`config.mk`:
```
export PLATFORM = sky130hd
export DESIGN_NAME = counter_delay_array
export DESIGN_NICKNAME = d
export VERILOG_FILES = /design/src/include/cdu_pkg.sv /design/src/include/cdu_if.sv /design/src/hw/counter_delay_array.sv /design/src/hw/counter_delay_unit.sv
export SDC_FILE = /design/constraint.sdc
export NUM_CORES = 1
export LEC_CHECK = 0
export ABC_AREA = 0
export BUFFER_PORTS_ARGS = -buffer_cell sky130_fd_sc_hd__buf_4
export CAP_MARGIN = 20
export CORE_MARGIN = 1
export CORE_UTILIZATION = 30
export CTS_BUF_LIST = sky130_fd_sc_hd__clkbuf_4 sky130_fd_sc_hd__clkbuf_8
export CTS_CLUSTER_SIZE = 8
export DETAILED_ROUTE_END_ITERATION = 10
export PLACE_DENSITY_LB_ADDON = 0.05
export SETUP_SLACK_MARGIN = 0.15
export SLEW_MARGIN = 20
export SYNTH_ARGS = -nofsm -noshare
export SYNTH_HDL_FRONTEND = slang
export SYNTH_SLANG_ARGS = --single-unit
```
`constraint.sdc`:
```
create_clock -name MCLK -period 3.2 [get_ports MCLK]
set_clock_uncertainty 0.2 [all_clocks]
set_input_delay 0.32 -clock MCLK [delete_from_list [all_inputs] [get_ports MCLK]]
set_output_delay 0.32 -clock MCLK [all_outputs]
set_load 0.03 [all_outputs]
```
`src/include/cdu_pkg.sv`:
```
// Purpose: Shared constants for the counter/delay array and its clocking
// Assumes: 125 MHz system clock, APB register access
// Notes:   All offsets are byte addresses of aligned 32-bit words
package cdu_pkg;

    // ****************************************************************
    // Clocking
    // ****************************************************************
    localparam int unsigned MCLK_HZ     = 125_000_000;
    localparam int unsigned RC_SLOW_HZ  = 25_000;
    localparam int unsigned RC_FAST_HZ  = 2_000_000;
    // Shortest period rounds down to whole cycles
    localparam int unsigned SLOW_TICKS  = MCLK_HZ / RC_SLOW_HZ;
    localparam int unsigned FAST_TICKS  = MCLK_HZ / RC_FAST_HZ;
    localparam int unsigned TAP_DIV [4] = '{4, 12, 24, 64};

    // ****************************************************************
    // Array shape
    // ****************************************************************
    localparam int unsigned NUM_UNITS = 6;
    localparam int unsigned NARROW_W  = 8;
    localparam int unsigned WIDE_W    = 14;

    // ****************************************************************
    // Register map and fields
    // ****************************************************************
    localparam logic [11:0] ADDR_OSC_CTRL  = 12'h000;
    localparam logic [11:0] ADDR_STATUS    = 12'h004;
    localparam logic [11:0] ADDR_UNIT_BASE = 12'h010;
    localparam int unsigned OSC_MODE_BIT   = 0;
    localparam int unsigned OSC_FORCE_BIT  = 1;
    localparam int unsigned OSC_SRC_LSB    = 2;
    localparam int unsigned OSC_DIV_LSB    = 4;
    localparam int unsigned UNIT_MODE_BIT  = 0;
    localparam int unsigned UNIT_SEL_LSB   = 1;
    localparam int unsigned UNIT_EDGE_LSB  = 4;
    localparam int unsigned UNIT_VAL_LSB   = 16;
    localparam int unsigned STAT_OSC_BIT   = 0;
    localparam int unsigned STAT_OUT_LSB   = 8;
    localparam logic [31:0] OSC_CTRL_RST   = 32'h0000_0000;
    localparam logic [31:0] UNIT_CFG_RST   = 32'h0000_0000;
    localparam logic [31:0] OSC_CTRL_MASK  = 32'h0000_003f;
    localparam logic [31:0] NARROW_MASK    = 32'h00ff_003f;
    localparam logic [31:0] WIDE_MASK      = 32'h3fff_003f;

    // ****************************************************************
    // Encodings
    // ****************************************************************
    localparam logic [2:0] CLK_OSC   = 3'h0;
    localparam logic [2:0] CLK_DIV4  = 3'h1;
    localparam logic [2:0] CLK_DIV12 = 3'h2;
    localparam logic [2:0] CLK_DIV24 = 3'h3;
    localparam logic [2:0] CLK_DIV64 = 3'h4;
    localparam logic [2:0] CLK_EXT   = 3'h5;
    localparam logic [2:0] CLK_CHAIN = 3'h7;
    localparam logic [1:0] EDGE_BOTH = 2'h0;
    localparam logic [1:0] EDGE_FALL = 2'h1;
    localparam logic [1:0] EDGE_RISE = 2'h2;
    localparam logic [1:0] SRC_SLOW  = 2'h0;
    localparam logic [1:0] SRC_FAST  = 2'h1;
    localparam logic [1:0] SRC_EXT   = 2'h2;

endpackage : cdu_pkg

```
`src/include/cdu_if.sv`:
```
// Purpose: Carrier between the array controller and one unit
// Assumes: All signals synchronous to the system clock
// Notes:   value is wide enough for the widest unit
`timescale 1ns/1ps
interface cdu_if;
    logic        mode;
    logic [1:0]  edge_sel;
    logic [13:0] value;
    logic        tick;
    logic        din;
    logic        rst_in;
    logic        rst_en;
    logic        dout;
    logic        ovf;
    modport unit (input mode, edge_sel, value, tick, din, rst_in, rst_en,
                  output dout, ovf);
    modport ctrl (output mode, edge_sel, value, tick, din, rst_in, rst_en,
                  input dout, ovf);
endinterface : cdu_if

```
`src/hw/counter_delay_array.sv`:
```
// Purpose: Six counter/delay units with oscillator clocking, APB access
// Assumes: All inputs synchronous to MCLK; RC sources emulated by dividers
// Notes:   Oscillator outputs are one-cycle enables, never real clocks
//
// Register access over APB and the placing of the registers were left to the implementer.
`timescale 1ns/1ps

module counter_delay_array #(
    parameter int unsigned SLOW_DIV = cdu_pkg::SLOW_TICKS
) (
    input  wire logic        MCLK,
    input  wire logic        RESETN,
    input  wire logic        PSEL,
    input  wire logic        PENABLE,
    input  wire logic        PWRITE,
    input  wire logic [11:0] PADDR,
    input  wire logic [31:0] PWDATA,
    output logic      [31:0] PRDATA,
    output logic             PREADY,
    output logic             PSLVERR,
    input  wire logic        EXT_CLK_PIN,
    input  wire logic        OSC_OSC_POWER_DOWN,
    input  wire logic        CHAIN_IN,
    input  wire logic [5:0]  UNIT_DIN,
    input  wire logic [1:0]  UNIT_XCLK,
    output logic      [5:0]  UNIT_OUT,
    output logic      [5:0]  UNIT_OVF,
    output logic      [4:0]  OSC_TAP,
    output logic             OSC_ON
);
    localparam int unsigned N = cdu_pkg::NUM_UNITS;

    logic [31:0] osc_ctrl_r, osc_ctrl_nxt;
    logic [31:0] unit_cfg_r   [N];
    logic [31:0] unit_cfg_nxt [N];
    logic [31:0] prdata_nxt;
    logic        pready_nxt, pslverr_nxt;
    logic        osc_on_nxt;
    logic [15:0] slow_cnt_r, slow_cnt_nxt;
    logic [7:0]  fast_cnt_r, fast_cnt_nxt;
    logic [2:0]  div1_cnt_r, div1_cnt_nxt;
    logic [5:0]  tap_cnt_r   [4];
    logic [5:0]  tap_cnt_nxt [4];
    logic        ext_q_r;
    logic [5:0]  xq_r;
    logic        fund_tick, stage1_tick;
    logic [2:0]  div1_mask;
    logic [4:0]  tap_w;
    logic [5:0]  xsrc_w, out_w, ovf_w, uses_w;

    // Decoded unit index of an address; N means no unit
    function automatic logic [2:0] unit_index(input logic [11:0] a);
        logic [11:0] off;
        off = a - cdu_pkg::ADDR_UNIT_BASE;
        if (a >= cdu_pkg::ADDR_UNIT_BASE && off[1:0] == 2'h0
            && off[11:2] < 10'(N))
            unit_index = off[4:2];
        else
            unit_index = 3'(N);
    endfunction : unit_index

    // Writable bits of a unit; narrow units keep eight value bits
    function automatic logic [31:0] cfg_mask(input int unsigned k);
        cfg_mask = (k == N - 1) ? cdu_pkg::WIDE_MASK
                                : cdu_pkg::NARROW_MASK;
    endfunction : cfg_mask

    // ****************************************************************
    // APB slave
    // ****************************************************************

    // Zero wait states: answer prepared in setup, ready in access
    always_comb begin
        logic [2:0] idx;
        idx          = unit_index(PADDR);
        osc_ctrl_nxt = osc_ctrl_r;
        unit_cfg_nxt = unit_cfg_r;
        prdata_nxt   = PRDATA;
        pready_nxt   = PSEL && !PENABLE;
        pslverr_nxt  = 1'b0;
        if (PSEL && !PENABLE && !PWRITE) begin
            prdata_nxt = 32'h0000_0000;
            if (PADDR == cdu_pkg::ADDR_OSC_CTRL)
                prdata_nxt = osc_ctrl_r;
            else if (PADDR == cdu_pkg::ADDR_STATUS) begin
                prdata_nxt[cdu_pkg::STAT_OSC_BIT] = OSC_ON;
                prdata_nxt[cdu_pkg::STAT_OUT_LSB +: 6] = UNIT_OUT;
            end else if (idx < 3'(N))
                prdata_nxt = unit_cfg_r[idx];
        end
        if (PSEL && !PENABLE) begin
            pslverr_nxt = PADDR != cdu_pkg::ADDR_OSC_CTRL
                       && PADDR != cdu_pkg::ADDR_STATUS
                       && idx == 3'(N);
        end
        if (PSEL && PENABLE && PREADY && PWRITE) begin
            if (PADDR == cdu_pkg::ADDR_OSC_CTRL)
                osc_ctrl_nxt = PWDATA & cdu_pkg::OSC_CTRL_MASK;
            for (int k = 0; k < N; k++) begin
                if (idx == 3'(k))
                    unit_cfg_nxt[k] = PWDATA & cfg_mask(k);
            end
        end
    end

    // Register file and bus outputs
    always_ff @(posedge MCLK) begin
        if (!RESETN) begin
            osc_ctrl_r <= cdu_pkg::OSC_CTRL_RST;
            for (int k = 0; k < N; k++)
                unit_cfg_r[k] <= cdu_pkg::UNIT_CFG_RST;
            PRDATA  <= 32'h0000_0000;
            PREADY  <= 1'b0;
            PSLVERR <= 1'b0;
        end else begin
            osc_ctrl_r <= osc_ctrl_nxt;
            unit_cfg_r <= unit_cfg_nxt;
            PRDATA     <= prdata_nxt;
            PREADY     <= pready_nxt;
            PSLVERR    <= pslverr_nxt;
        end
    end

    // ****************************************************************
    // Oscillator and dividers
    // ****************************************************************

    // Power-down wins; mode 1 runs only on demand or when forced
    assign osc_on_nxt = !OSC_OSC_POWER_DOWN
        && (!osc_ctrl_r[cdu_pkg::OSC_MODE_BIT]
            || osc_ctrl_r[cdu_pkg::OSC_FORCE_BIT]
            || (|uses_w));

    // Source select; both dividers run while the osc is on and hold at zero while it is off
    always_comb begin
        slow_cnt_nxt = 16'h0000;
        fast_cnt_nxt = 8'h00;
        fund_tick    = 1'b0;
        if (OSC_ON) begin
            if (slow_cnt_r == 16'(SLOW_DIV - 1))
                slow_cnt_nxt = 16'h0000;
            else
                slow_cnt_nxt = slow_cnt_r + 16'h0001;
            if (fast_cnt_r == 8'(cdu_pkg::FAST_TICKS - 1))
                fast_cnt_nxt = 8'h00;
            else
                fast_cnt_nxt = fast_cnt_r + 8'h01;
            case (osc_ctrl_r[cdu_pkg::OSC_SRC_LSB +: 2])
                cdu_pkg::SRC_SLOW:
                    fund_tick = slow_cnt_r == 16'(SLOW_DIV - 1);
                cdu_pkg::SRC_FAST:
                    fund_tick = fast_cnt_r ==
                                8'(cdu_pkg::FAST_TICKS - 1);
                cdu_pkg::SRC_EXT:
                    fund_tick = EXT_CLK_PIN && !ext_q_r;
                default:
                    fund_tick = 1'b0;
            endcase
        end
    end

    // First stage: divide by 1, 2, 4 or 8
    always_comb begin
        case (osc_ctrl_r[cdu_pkg::OSC_DIV_LSB +: 2])
            2'h0:    div1_mask = 3'h0;
            2'h1:    div1_mask = 3'h1;
            2'h2:    div1_mask = 3'h3;
            default: div1_mask = 3'h7;
        endcase
        stage1_tick  = fund_tick
                    && ((div1_cnt_r & div1_mask) == div1_mask);
        div1_cnt_nxt = !OSC_ON ? 3'h0
                     : fund_tick ? div1_cnt_r + 3'h1 : div1_cnt_r;
    end

    // Second stage: four wrap counters plus the undivided tap
    assign tap_w[0] = stage1_tick;
    generate
        for (genvar t = 0; t < 4; t++) begin : g_tap
            localparam logic [5:0] LAST = 6'(cdu_pkg::TAP_DIV[t] - 1);
            assign tap_w[t+1] = stage1_tick
                             && tap_cnt_r[t] == LAST;
            always_comb begin
                if (!OSC_ON)
                    tap_cnt_nxt[t] = 6'h00;
                else if (!stage1_tick)
                    tap_cnt_nxt[t] = tap_cnt_r[t];
                else if (tap_cnt_r[t] == LAST)
                    tap_cnt_nxt[t] = 6'h00;
                else
                    tap_cnt_nxt[t] = tap_cnt_r[t] + 6'h01;
            end
        end
    endgenerate

    // Oscillator state registers
    always_ff @(posedge MCLK) begin
        if (!RESETN) begin
            slow_cnt_r <= 16'h0000;
            fast_cnt_r <= 8'h00;
            div1_cnt_r <= 3'h0;
            tap_cnt_r  <= '{default: 6'h00};
            ext_q_r    <= 1'b0;
            xq_r       <= 6'h00;
            OSC_ON     <= 1'b0;
            OSC_TAP    <= 5'h00;
        end else begin
            slow_cnt_r <= slow_cnt_nxt;
            fast_cnt_r <= fast_cnt_nxt;
            div1_cnt_r <= div1_cnt_nxt;
            tap_cnt_r  <= tap_cnt_nxt;
            ext_q_r    <= EXT_CLK_PIN;
            xq_r       <= xsrc_w;
            OSC_ON     <= osc_on_nxt;
            OSC_TAP    <= tap_w;
        end
    end

    // ****************************************************************
    // Units
    // ****************************************************************

    // Unit clock select; reserved code gives no clock
    function automatic logic pick_tick(input logic [2:0] sel,
                                       input logic [4:0] taps,
                                       input logic ext_ok,
                                       input logic ext_edge,
                                       input logic chain);
        case (sel)
            cdu_pkg::CLK_OSC:   pick_tick = taps[0];
            cdu_pkg::CLK_DIV4:  pick_tick = taps[1];
            cdu_pkg::CLK_DIV12: pick_tick = taps[2];
            cdu_pkg::CLK_DIV24: pick_tick = taps[3];
            cdu_pkg::CLK_DIV64: pick_tick = taps[4];
            cdu_pkg::CLK_EXT:   pick_tick = ext_ok && ext_edge;
            cdu_pkg::CLK_CHAIN: pick_tick = chain;
            default:            pick_tick = 1'b0;
        endcase
    endfunction : pick_tick

    generate
        for (genvar k = 0; k < N; k++) begin : g_unit
            logic       mode_w;
            logic [2:0] sel_w;
            cdu_if u_if ();

            assign mode_w = unit_cfg_r[k][cdu_pkg::UNIT_MODE_BIT];
            assign sel_w  = unit_cfg_r[k][cdu_pkg::UNIT_SEL_LSB +: 3];
            // First two units have a clock pin of their own
            assign xsrc_w[k] = (k < 2) ? UNIT_XCLK[k % 2]
                                       : UNIT_DIN[k];
            // Delay on an internal source or any counter needs the osc
            assign uses_w[k] = mode_w || sel_w <= cdu_pkg::CLK_DIV64;
            assign u_if.mode     = mode_w;
            assign u_if.edge_sel =
                unit_cfg_r[k][cdu_pkg::UNIT_EDGE_LSB +: 2];
            assign u_if.value    =
                unit_cfg_r[k][cdu_pkg::UNIT_VAL_LSB +: 14];
            assign u_if.tick = pick_tick(sel_w, tap_w,
                (k < 2) || mode_w,
                xsrc_w[k] && !xq_r[k],
                (k == 0) ? CHAIN_IN : ovf_w[(k + N - 1) % N]);
            assign u_if.din    = UNIT_DIN[k];
            assign u_if.rst_in = UNIT_DIN[k];
            assign u_if.rst_en = (k < 2);
            assign out_w[k] = u_if.dout;
            assign ovf_w[k] = u_if.ovf;

            counter_delay_unit #(
                .W (k == N - 1 ? cdu_pkg::WIDE_W
                               : cdu_pkg::NARROW_W)
            ) u_unit (
                .clk   (MCLK),
                .rst_n (RESETN),
                .port  (u_if.unit)
            );
        end
    endgenerate

    // Unit results are already registered inside each unit
    assign UNIT_OUT = out_w;
    assign UNIT_OVF = ovf_w;

endmodule : counter_delay_array

```
`src/hw/counter_delay_unit.sv`:
```
// Purpose: One counter/delay generator
// Assumes: tick is a one-cycle enable of the selected clock
// Notes:   Width W is 8 or 14
`timescale 1ns/1ps
module counter_delay_unit #(
    parameter int unsigned W = 8
) (
    input wire logic clk,
    input wire logic rst_n,
    cdu_if.unit      port
);
    typedef enum {ST_IDLE, ST_WAIT} dly_state_e;

    dly_state_e   state_r, state_nxt;
    logic [W:0]   cnt_r, cnt_nxt;
    logic         dout_r, dout_nxt;
    logic         ovf_r, ovf_nxt;
    logic         rst_q_r;
    logic [W:0]   load_w;
    logic         rise_w, fall_w, rst_hit_w;

    // Edge field decides which input transitions wait
    function automatic logic edge_delayed(input logic [1:0] e,
                                          input logic rising);
        case (e)
            cdu_pkg::EDGE_BOTH: edge_delayed = 1'b1;
            cdu_pkg::EDGE_FALL: edge_delayed = !rising;
            cdu_pkg::EDGE_RISE: edge_delayed = rising;
            default:            edge_delayed = 1'b0;
        endcase
    endfunction : edge_delayed

    assign load_w = {1'b0, port.value[W-1:0]};
    assign rise_w = port.rst_in & ~rst_q_r;
    assign fall_w = ~port.rst_in & rst_q_r;

    // Counter reset select; edge code 11 means level reset
    always_comb begin
        case (port.edge_sel)
            cdu_pkg::EDGE_BOTH: rst_hit_w = rise_w | fall_w;
            cdu_pkg::EDGE_FALL: rst_hit_w = fall_w;
            cdu_pkg::EDGE_RISE: rst_hit_w = rise_w;
            default:            rst_hit_w = port.rst_in;
        endcase
    end

    // Next state for both modes
    always_comb begin
        state_nxt = state_r;
        cnt_nxt   = cnt_r;
        dout_nxt  = dout_r;
        ovf_nxt   = 1'b0;
        if (port.mode) begin
            state_nxt = ST_IDLE;
            dout_nxt  = 1'b0;
            if (port.rst_en && rst_hit_w) begin
                cnt_nxt = load_w;
            end else if (port.tick) begin
                if (cnt_r == '0) begin
                    cnt_nxt  = load_w;
                    ovf_nxt  = 1'b1;
                    dout_nxt = 1'b1;
                end else begin
                    cnt_nxt = cnt_r - (W+1)'(1);
                end
            end
        end else if (port.din == dout_r) begin
            // Input came back before expiry: pulse is swallowed
            state_nxt = ST_IDLE;
        end else if (state_r == ST_IDLE) begin
            if (edge_delayed(port.edge_sel, port.din)) begin
                state_nxt = ST_WAIT;
                cnt_nxt   = load_w + (W+1)'(1);
            end else begin
                dout_nxt = port.din;
            end
        end else if (port.tick) begin
            // Value plus two ticks; first tick phase is the fraction
            if (cnt_r == '0) begin
                dout_nxt  = port.din;
                ovf_nxt   = 1'b1;
                state_nxt = ST_IDLE;
            end else begin
                cnt_nxt = cnt_r - (W+1)'(1);
            end
        end
    end

    // Count clears at reset
    always_ff @(posedge clk) begin
        if (!rst_n) begin
            state_r <= ST_IDLE;
            cnt_r   <= '0;
            dout_r  <= 1'b0;
            ovf_r   <= 1'b0;
            rst_q_r <= 1'b0;
        end else begin
            state_r <= state_nxt;
            cnt_r   <= cnt_nxt;
            dout_r  <= dout_nxt;
            ovf_r   <= ovf_nxt;
            rst_q_r <= port.rst_in;
        end
    end

    assign port.dout = dout_r;
    assign port.ovf  = ovf_r;

endmodule : counter_delay_unit

```
==> impl_metrics.csv, run 1 <==
group,metric,value,unit
route,route.detailed.wl_per_inst,19.3,µm
critical_path,cp_slowest_stage_delay,480,ps
worst_hold_path,worst_hold_startpoint,"PSEL",
floorplanning,die_area,49900,µm²
timing,hold_violations,0,
timing,finalSetupViolations,0,
critical_path,critical_path.startpoint_type,"flop",
final_layout,synthToLayoutAreaGrowth,21.8,%
worst_hold_path,hold_path.class,"in2reg",
global_routing,grt_remaining_overflow,0,
yosys,synth_compound_gate_area_share,0.208,
final_layout,antennaDiodeCount,0,
route,drc_errors,0,
global_routing,first_global_vias,13000,
critical_path,cp_cell_sequence,"ha_2, nor4bb_4, or3b_2, a221oi_2, o2111a_2, nor2_1, a21o_1, a211o_1, o21ai_0",
floorplanning,width_of_the_die,223,µm
yosys,post_synth_mux_area_share,0.0733,
critical_path,r2r_end,"g_unit[4].u_unit.cnt_r[4]",
floorplanning,start_util,0.306,
critical_path,critical_path_buf_inv_count,0,
route,drtAntennaViolNets,0,
floorplanning,ioPinCount,112,
timing,finalCriticalPeriod,2940,ps
yosys,synthCells,1828,
yosys,largest_family_of_logic_cells_by_synthesized_area,"simple AND/OR/NAND/NOR gates",
critical_path,critical_path.endpoint_type,"flop",
cts,clock_network_latency_to_the_later_pin_of_the_worst_skew_pair,670,ps
floorplanning,vert_die_dim,223,µm
yosys,yosysSeqAreaShare,0.365,
final_layout,multi_input_comb_area,8750,µm²
route,first_iter_violations,727,
route,wirelength,50.6,mm
critical_path,crit_fanout,4,
flow_run,cap_violations,0,
timing,fin_crit_sh,0.920,
cts,clockRootBuffer,"clkbuf_8",
timing,finalSetupTns,0,ps
global_routing,grt_use_total,0.200,
yosys,synth_warnings,0,
critical_path,rrSetupSlack,260,ps
final_layout,register_area,5370,µm²
yosys,synth-edff-count,0,
place,placement.io_buffers,93,
final_layout,fin_area,17900,µm²
critical_path,worst-setup-path-type,"reg2reg",
timing,finalMaxSlewViolations,0,
final_layout,most-common-layout-cells,"265 x dfxtp_1, 241 x nor2_1, 212 x nand2_1",
cts,cts.sink_count,268,
place,hpwl,36.5,mm
yosys,dominantRegCellSynth,"dfxtp_1",
critical_path,worstReg2RegStart,"tap_cnt_r[12]",
route,drtPass1Iterations,5,
cts,clk_path_buf_depth,3,
final_layout,drive_above_1_share,0.168,
floorplanning,rows,80,
timing,timing_worst_slew_pin_value,847,ps
power_and_ir_drop,pwr_density_cell,476,nW/µm²
yosys,ys_async_sr_fraction,0,
route,via_count,13800,
global_routing,maximum_number_of_pins_on_one_net_before_global_route_repair,51,
final_layout,mostFrequentLayoutCell,"dfxtp_1",
global_routing,grt_pass1_wl,77.3,mm
final_layout,filler_cell_count,5056,
outcome,status,"complete, no violations",
final_layout,postLayoutCoreUtil,0.373,
yosys,synthAdderAreaFrac,0.0221,
worst_hold_path,min_delay_worst_endpoint,"PRDATA[4]",
yosys,syn-mean-instance-area,8.04,µm²
timing,max_slew_margin,0.428,
timing,rsz0062_at_grt,"yes",
critical_path,critical_path_arrival,3330,ps
critical_path,required_time_worst_endpoint,3590,ps
power_and_ir_drop,p_leak,6.67,nW
place,place.gp.congestion,0.811,
yosys,ff_latch_count_synth,268,
cts,worst_setup_hold_path_clk_slew,60,ps
cts,cts_tree,"built",
global_routing,antenna_found_initial,3,
final_layout,design.final.nets,2059,
power_and_ir_drop,peakVddDrop,274,µV
yosys,cell_area_after_technology_mapping,14700,µm²
place,postPlaceCellArea,16300,µm²
floorplanning,core_box_area,48000,µm²
timing,fmax,340,MHz
critical_path,worst-r2r-cell-count,9,
cts,cts-htree-levels,2,
yosys,synth_xor_area_frac,0.0489,
route,vias_per_cell,5.26,
critical_path,critPathTopFamily,"compound AO/OA/AOI/OAI gates",
yosys,synthDistinctLibCells,91,
worst_hold_path,hold-path-cell-count,4,
cts,cts_buffers,51,
yosys,synth_simple_gate_area_share,0.231,
critical_path,crit_slowest_cell,"or3b_2",
## cells in the mapped netlist (20+ instances only)
cell,n,share of area
dfxtp_1,268,0.37
nor2_1,243,0.062
nand2_1,216,0.055
a21oi_1,150,0.051
mux2i_1,93,0.063
clkbuf_1,83,0.021
o21ai_0,80,0.027
inv_1,49,0.013
xor2_1,49,0.029
nand3_1,47,0.016
nor3_1,37,0.013
xnor2_1,33,0.020
a211oi_1,26,0.013
ha_1,26,0.022
o211ai_1,26,0.013
and3_1,22,0.0094
buf_4,21,0.011
nand4_1,20,0.0085
o221ai_1,20,0.012
## through the flow
stage,cells,hold slack [ps],power (W),setup WS [ps]
final,2627,94.5,0.00851,257
after global routing,2627,94.7,0.00895,112
after floorplan,1833,197,0.00445,415
after detailed placement,2499,246,0.00486,60.4
after CTS,2626,38.9,0.00864,147
after global placement,2499,238,0.00486,81.0
## timing repair
| item | 4_1_cts | 5_1_grt |
|---|---|---|
| pin swaps | 0 | 4 |
| cloned | 0 | 0 |
| resized for setup | 2 | 30 |
| hold buffers | 35 | 0 |
| endpoints found under the setup margin | 30 | 61 |
| endpoints found under the hold margin | 133 | 0 |
| buffers inserted | 0 | 1 |
## how the worst max path moves through the flow
stage / from / to / slack (ps) / cells past startpoint
after global placement: slow_cnt_r[0] / g_unit[0].u_unit.cnt_r[1] / 80 / 11
after floorplan: slow_cnt_r[0] / g_unit[1].u_unit.cnt_r[7] / 410 / 10
after global routing: tap_cnt_r[12] / g_unit[4].u_unit.cnt_r[4] / 110 / 9
final: tap_cnt_r[12] / g_unit[4].u_unit.cnt_r[4] / 260 / 9
after detailed placement: slow_cnt_r[0] / g_unit[0].u_unit.cnt_r[3] / 60 / 11
after CTS: slow_cnt_r[0] / g_unit[0].u_unit.cnt_r[3] / 150 / 11
## registers in the layout, indices dropped and copies added, names as in the netlist, 8 cells and up
| signal | count |
|---|---|
| g_unit.u_unit.cnt_r | 60 |
| g_unit.u_if.value | 54 |
| PRDATA | 26 |
| tap_cnt_r | 24 |
| g_unit.sel_w | 18 |
| slow_cnt_r | 16 |
| g_unit.u_if.edge_sel | 12 |
| fast_cnt_r | 8 |
## cell type report
type / count / share of cell area
clock inverters: 11 / 0.00489
repair buffers: 209 / 0.0968
inverters: 49 / 0.0106
multi-input cells: 1394 / 0.489
flip-flops and latches: 268 / 0.300
clock buffers: 81 / 0.0560
well taps: 615 / 0.0430
## cells by family after synthesis
logic type,Yosys count
simple gates,718
fa+ha+maj,26
other cells,1
mux,105
xor+xnor,82
compound gates,457
flops,268
buf+inv,171
## power breakdown
group | switching [W] | internal, W | total [W] | leakage, nW
combinational | 0.000783 | 0.000541 | 0.00132 | 3.91
sequential | 0.0000911 | 0.00343 | 0.00352 | 2.17
clock | 0.00161 | 0.00206 | 0.00367 | 0.590
## worst reg2reg max path: cells and delay by family (launching register included)
kind	cells	cell delay (ps)
DFF	1	340
AOI/OAI and AO/OA	5	1290
and+or+nand+nor	3	890
adders and majority gates	1	190
## layer usage
layer	vias up	part of all wire	GRT usage	wire length [µm]
li1	6859	-	-	-
met1	6599	0.47	0.271	24000
met2	292	0.46	0.320	23100
met3	76	0.047	0.0377	2380
met4	4	0.024	0.0632	1210
met5	-	0.00045	0	23
Note: power is estimated with default switching activity, not from simulation.
==> run 2: changes to the inputs <==
==> constraint.sdc (replaced) <==
create_clock -name MCLK -period 3.2 [get_ports MCLK]
set_clock_uncertainty 0.2 [all_clocks]
set_input_delay 0.16 -clock MCLK [delete_from_list [all_inputs] [get_ports MCLK]]
set_output_delay 0.16 -clock MCLK [all_outputs]
set_load 0.03 [all_outputs]
==> run 2 against run 1 <==
Compared with the run above:
- cell count increased by 0.65%
- utilization is 0.62 points higher
- wire length grew 2.1%
- combinational power up 5%
- critical endpoint is now g_unit[4].u_unit.cnt_r[5]
- hold slack worse by 58 ps
- largest cell class unchanged
- largest power group unchanged
- design area rose by 1.7%
- register-to-register slack hardly changed
- setup slack is essentially flat
- global-route usage increased by 0.31 points
- first-iteration DRC count grew 19%
- critical path depth is the same
- highest routed layer is now met4
- via count grew 1.0%
==> impl_metrics.csv, run 2 (same netlist as run 1, synthesis figures left out) <==
group,metric,value,unit
worst_hold_path,worst_hold_startpoint,"PSEL",
route,first_iter_violations,864,
critical_path,worstReg2RegStart,"tap_cnt_r[13]",
timing,fmax,340,MHz
critical_path,path_depth,9,
timing,fin_crit_sh,0.920,
global_routing,grt_remaining_overflow,0,
route,drc_errors,0,
floorplanning,ioPinCount,112,
floorplanning,vert_die_dim,223,µm
global_routing,grt-busiest-layer,"met2",
floorplanning,die_area,49900,µm²
route,via_count,14000,
final_layout,most-common-layout-cells,"264 x dfxtp_1, 240 x nor2_1, 214 x nand2_1",
power_and_ir_drop,p_leak,6.74,nW
critical_path,critical_path_arrival,3320,ps
route,drtAntennaViolNets,0,
final_layout,design.final.nets,2072,
route,route.detailed.wl_per_inst,19.6,µm
critical_path,crit_slowest_cell,"or3b_2",
cts,cts_buffers,52,
place,place.gp.congestion,0.811,
cts,clockRootBuffer,"clkbuf_8",
timing,fin_worst_hold_slack,36.8,ps
timing,hold_violations,0,
critical_path,worst_setup_path_startpoint,"tap_cnt_r[13]",
final_layout,filler_cell_count,5064,
global_routing,grt.met3_usage,0.0348,
critical_path,critical_path_buf_inv_count,0,
final_layout,mostFrequentLayoutCell,"dfxtp_1",
final_layout,largest_register,"g_unit.u_unit.cnt_r",
critical_path,worst-setup-path-type,"reg2reg",
cts,clk_path_buf_depth,3,
cts,cts.sink_count,268,
power_and_ir_drop,total_power,0.00873,W
global_routing,grt_use_total,0.203,
timing,rsz0062_at_grt,"yes",
floorplanning,start_util,0.306,
power_and_ir_drop,pwr_density_cell,480,nW/µm²
critical_path,worst-r2r-cell-count,9,
critical_path,crit_fanout,4,
route,wirelength,51.7,mm
critical_path,cp_slowest_stage_delay,470,ps
global_routing,grt_pass1_wl,78.7,mm
critical_path,critPathTopFamily,"compound AO/OA/AOI/OAI gates",
flow_run,cap_violations,0,
global_routing,first_global_vias,13400,
cts,cts-htree-levels,2,
critical_path,cp_cell_sequence,"ha_2, nor4bb_4, or3b_2, a221oi_1, o2111a_2, nor2_4, a21o_1, a211o_1, o21ai_0",
global_routing,maximum_number_of_pins_on_one_net_before_global_route_repair,87,
timing,finalCriticalPeriod,2940,ps
worst_hold_path,hold_path.class,"in2reg",
floorplanning,width_of_the_die,223,µm
timing,finalSetupViolations,0,
floorplanning,rows,80,
global_routing,globalRouteMet1Util,0.278,
critical_path,critical_path.startpoint_type,"flop",
final_layout,synthToLayoutAreaGrowth,23.8,%
global_routing,antenna_found_initial,2,
final_layout,flip_flop_count_of_the_largest_register_all_copies_and_words_added,60,
final_layout,drive_above_1_share,0.171,
global_routing,globalRouteMet2Util,0.329,
timing,max_slew_margin,0.515,
route,vias_per_cell,5.29,
place,pre_cts_slack,41.0,ps
place,hpwl,36.4,mm
timing,finalSetupTns,0,ps
outcome,status,"complete, no violations",
timing,finalMaxSlewViolations,0,
power_and_ir_drop,peakVddDrop,274,µV
cts,clock_network_latency_to_the_later_pin_of_the_worst_skew_pair,660,ps
critical_path,critical_path.endpoint_type,"flop",
place,placement.io_buffers,93,
cts,cts_tree,"built",
cts,worst_setup_hold_path_clk_slew,60,ps
route,drtPass1Iterations,5,
timing,timing.final.ws_setup,257,ps
floorplanning,core_box_area,48000,µm²
worst_hold_path,hold-path-cell-count,4,
critical_path,required_time_worst_endpoint,3570,ps
timing,timing_worst_slew_pin_value,725,ps
==> run 2: per-layer routing <==
metal | vias up | share of wire | wire length, µm
met2 | 276 | 0.45 | 23300
met4 | 0 | 0.022 | 1120
li1 | 6899 | - | -
met3 | 73 | 0.043 | 2200
met5 | - | 0 | 0
met1 | 6726 | 0.49 | 25100
==> run 2: final cells by class <==
type / instances / area [µm²] / area share
multi-input cells: 1397 / 8850 / 0.486
flip-flops and latches: 268 / 5370 / 0.295
repair buffers: 218 / 1850 / 0.101
clock buffers: 89 / 1120 / 0.0618
well taps: 615 / 769 / 0.0423
inverters: 49 / 189 / 0.0104
clock inverters: 7 / 50.0 / 0.00275
diodes: 1 / 2.50 / 0.000138
==> run 2: stage by stage <==
step                      cells  instance area (µm²)  utilization
after floorplan            1833                14700            -
after global placement     2487                16200        0.337
after detailed placement   2487                16200        0.337
after CTS                  2634                17900        0.373
after global routing       2644                18200        0.379
final                      2644                18200        0.379
==> run 2: worst min-delay path: stages <==
cell	delay, ps
buf_4	120
or3b_1	350
a22oi_1	140
nor2_1	70
==> run 2: worst paths after layout <==
path,slack (ps),end
max,260,g_unit[4].u_unit.cnt_r[5]
min,40,PRDATA[13]
max reg2reg,260,g_unit[4].u_unit.cnt_r[5]
min reg2reg,250,g_unit[5].u_unit.state_r[0]
==> run 2: repair_timing <==
action | 4_1_cts | 5_1_grt
pin swaps | 0 | 13
setup buffers | 0 | 5
resized for setup | 3 | 43
endpoints found under the setup margin | 36 | 63
hold buffers | 51 | 0
hold endpoints to repair | 165 | 0
gates cloned | 0 | 4
==> run 2: power breakdown <==
group / switching [W] / total (W) / internal (W)
combinational: 0.000812 / 0.00138 / 0.000568
sequential: 0.0000935 / 0.00352 / 0.00343
clock: 0.00162 / 0.00383 / 0.00221
total: 0.00253 / 0.00873 / 0.00620
==> run 3: changes to the inputs <==
CAP_MARGIN = unset   (was 20)
clock period = 2.7 ns   (was 3.2 ns; I/O delays follow)
==> run 3 against run 2 <==
Compared with the run above:
- the run now ends with negative setup slack left
- via count up 4.7%
- first-iteration DRC count up 13%
- wire length up 6.0%
- highest routed layer is now met5
- setup slack worse by 290 ps
- count of clock-buffer cells in the layout down 10
- global-route usage up 1.4 points
- combinational power up 55%
- largest power group unchanged
- critical path type unchanged
- sequential power up 18%
- total power up 25%
- cell count up 6.8%
==> impl_metrics.csv, run 3 (same netlist as run 1, synthesis figures left out) <==
group,metric,value,unit
outcome,status,"finished with violations",
outcome,violated_checks,"negative setup slack",
flow_run,cap_violations,0,
cts,cts_tree,"built",
critical_path,critical_path.startpoint_type,"flop",
critical_path,worstReg2RegStart,"slow_cnt_r[1]",
power_and_ir_drop,p_leak,7.85,nW
floorplanning,core_box_area,48000,µm²
timing,finalCriticalPeriod,2730,ps
critical_path,worst_setup_path_startpoint,"slow_cnt_r[1]",
critical_path,cp_slowest_stage_delay,350,ps
place,pre_cts_slack,-169,ps
final_layout,flip_flop_count_of_the_largest_register_all_copies_and_words_added,60,
power_and_ir_drop,total_power,0.0109,W
route,drtAntennaViolNets,0,
global_routing,antenna_found_initial,2,
route,drtPass1Iterations,5,
global_routing,first_global_vias,14300,
floorplanning,rows,80,
floorplanning,vert_die_dim,223,µm
floorplanning,die_area,49900,µm²
global_routing,grt_remaining_overflow,0,
route,first_iter_violations,972,
floorplanning,width_of_the_die,223,µm
critical_path,worst-setup-path-type,"reg2reg",
timing,rsz0062_at_grt,"yes",
final_layout,synthToLayoutAreaGrowth,39.3,%
route,route.detailed.wl_per_inst,19.4,µm
global_routing,grt_use_total,0.218,
cts,clockRootBuffer,"clkbuf_8",
final_layout,drive_above_1_share,0.279,
critical_path,crit_slowest_cell,"dfxtp_2",
critical_path,crit_fanout,6,
critical_path,critical_path_buf_inv_count,3,
cts,cts-htree-levels,2,
route,via_count,14600,
cts,clk_path_buf_depth,3,
timing,max_slew_margin,0.522,
place,placement.io_buffers,93,
timing,finalSetupViolations,8,
critical_path,critical_path.endpoint_type,"flop",
final_layout,design.final.nets,2251,
final_layout,mostFrequentLayoutCell,"buf_4",
floorplanning,start_util,0.306,
route,vias_per_cell,5.18,
cts,cts_buffers,53,
critical_path,cpMostUsedCell,"buf_6",
cts,clock_network_latency_to_the_later_pin_of_the_worst_skew_pair,640,ps
worst_hold_path,worst_hold_startpoint,"UNIT_XCLK[1]",
global_routing,grt_pass1_wl,84.2,mm
timing,timing_worst_slew_pin_value,714,ps
timing,timing.final.ws_setup,-33.7,ps
timing,fin_crit_sh,1.01,
power_and_ir_drop,peakVddDrop,305,µV
critical_path,critical_path_arrival,3060,ps
place,hpwl,38.3,mm
critical_path,critPathTopFamily,"compound AO/OA/AOI/OAI gates",
worst_hold_path,hold_path.class,"in2reg",
place,place.gp.congestion,0.847,
route,drc_errors,0,
global_routing,maximum_number_of_pins_on_one_net_before_global_route_repair,89,
final_layout,most-common-layout-cells,"284 x buf_4, 261 x dfxtp_1, 226 x nor2_1",
critical_path,required_time_worst_endpoint,3030,ps
final_layout,largest_register,"g_unit.u_unit.cnt_r",
power_and_ir_drop,pwr_density_cell,535,nW/µm²
route,wirelength,54.8,mm
cts,worst_setup_hold_path_clk_slew,60,ps
timing,finalMaxSlewViolations,0,
critical_path,cp_cell_sequence,"ha_4, nor4b_4, nand4_1, a22oi_4, buf_6, and3_4, a32oi_4, o21ai_4, buf_6, buf_16, o211ai_1, o211a_1",
cts,cts.sink_count,268,
timing,fmax,366,MHz
floorplanning,ioPinCount,112,
timing,hold_violations,0,
[run 3: worst min-delay path: stages]
cell and delay (ps):
dlygate4sd3_1 530, buf_4 110, and2_1 100
[run 3: per-stage QoR]
step | instances | cell area (µm²) | TNS, ps | hold slack [ps] | util
after global routing | 2824 | 20500 | -8230 | 63.8 | 0.426
after floorplan | 1833 | 14900 | 0 | 11.8 | -
after global placement | 2607 | 17400 | -4760 | 120 | 0.362
after CTS | 2804 | 19900 | -87.6 | 12.7 | 0.414
after detailed placement | 2607 | 17400 | -4900 | 124 | 0.362
final | 2824 | 20500 | -118 | 67.9 | 0.426
[run 3: timing repair]
| item | in CTS | in global routing |
|---|---|---|
| hold buffers | 56 | 0 |
| endpoints found under the setup margin | 97 | 105 |
| gates resized for setup | 105 | 101 |
| pin swaps | 66 | 53 |
| setup buffers | 39 | 17 |
| cloned | 4 | 2 |
| endpoints found under the hold margin | 162 | 0 |
[run 3: where the power goes]
part / switching, W / internal, W
Combinational: 0.00113 / 0.00101
Sequential: 0.000110 / 0.00406
Clock: 0.00195 / 0.00269
Total: 0.00318 / 0.00776
[run 3: final timing paths]
kind,end,slack (ps),cells past startpoint
setup reg to reg,g_unit[5].u_unit.cnt_r[2],-30,12
hold / removal,xq_r[1],70,3
setup / recovery,g_unit[5].u_unit.cnt_r[2],-30,12
hold reg to reg,g_unit[5].u_unit.cnt_r[14],280,2
[run 3: per-layer routing]
layer,GRT usage,wire length (µm),vias to the layer above
met5,0,10,-
met4,0.0568,1090,2
met3,0.0415,2680,71
met2,0.349,24900,325
met1,0.298,26100,6983
li1,-,-,7252
[run 3: area by class of cell]
class                           instances  area (µm²)
Timing Repair Buffer                  397        3540
Antenna cell                            1        2.50
Clock inverter                         19         175
Multi-Input combinational cell       1396        9410
Sequential cell                       268        5370
Clock buffer                           79        1010
Fill cell                            4842       27600
Inverter                               49         191
Tap cell                              615         769
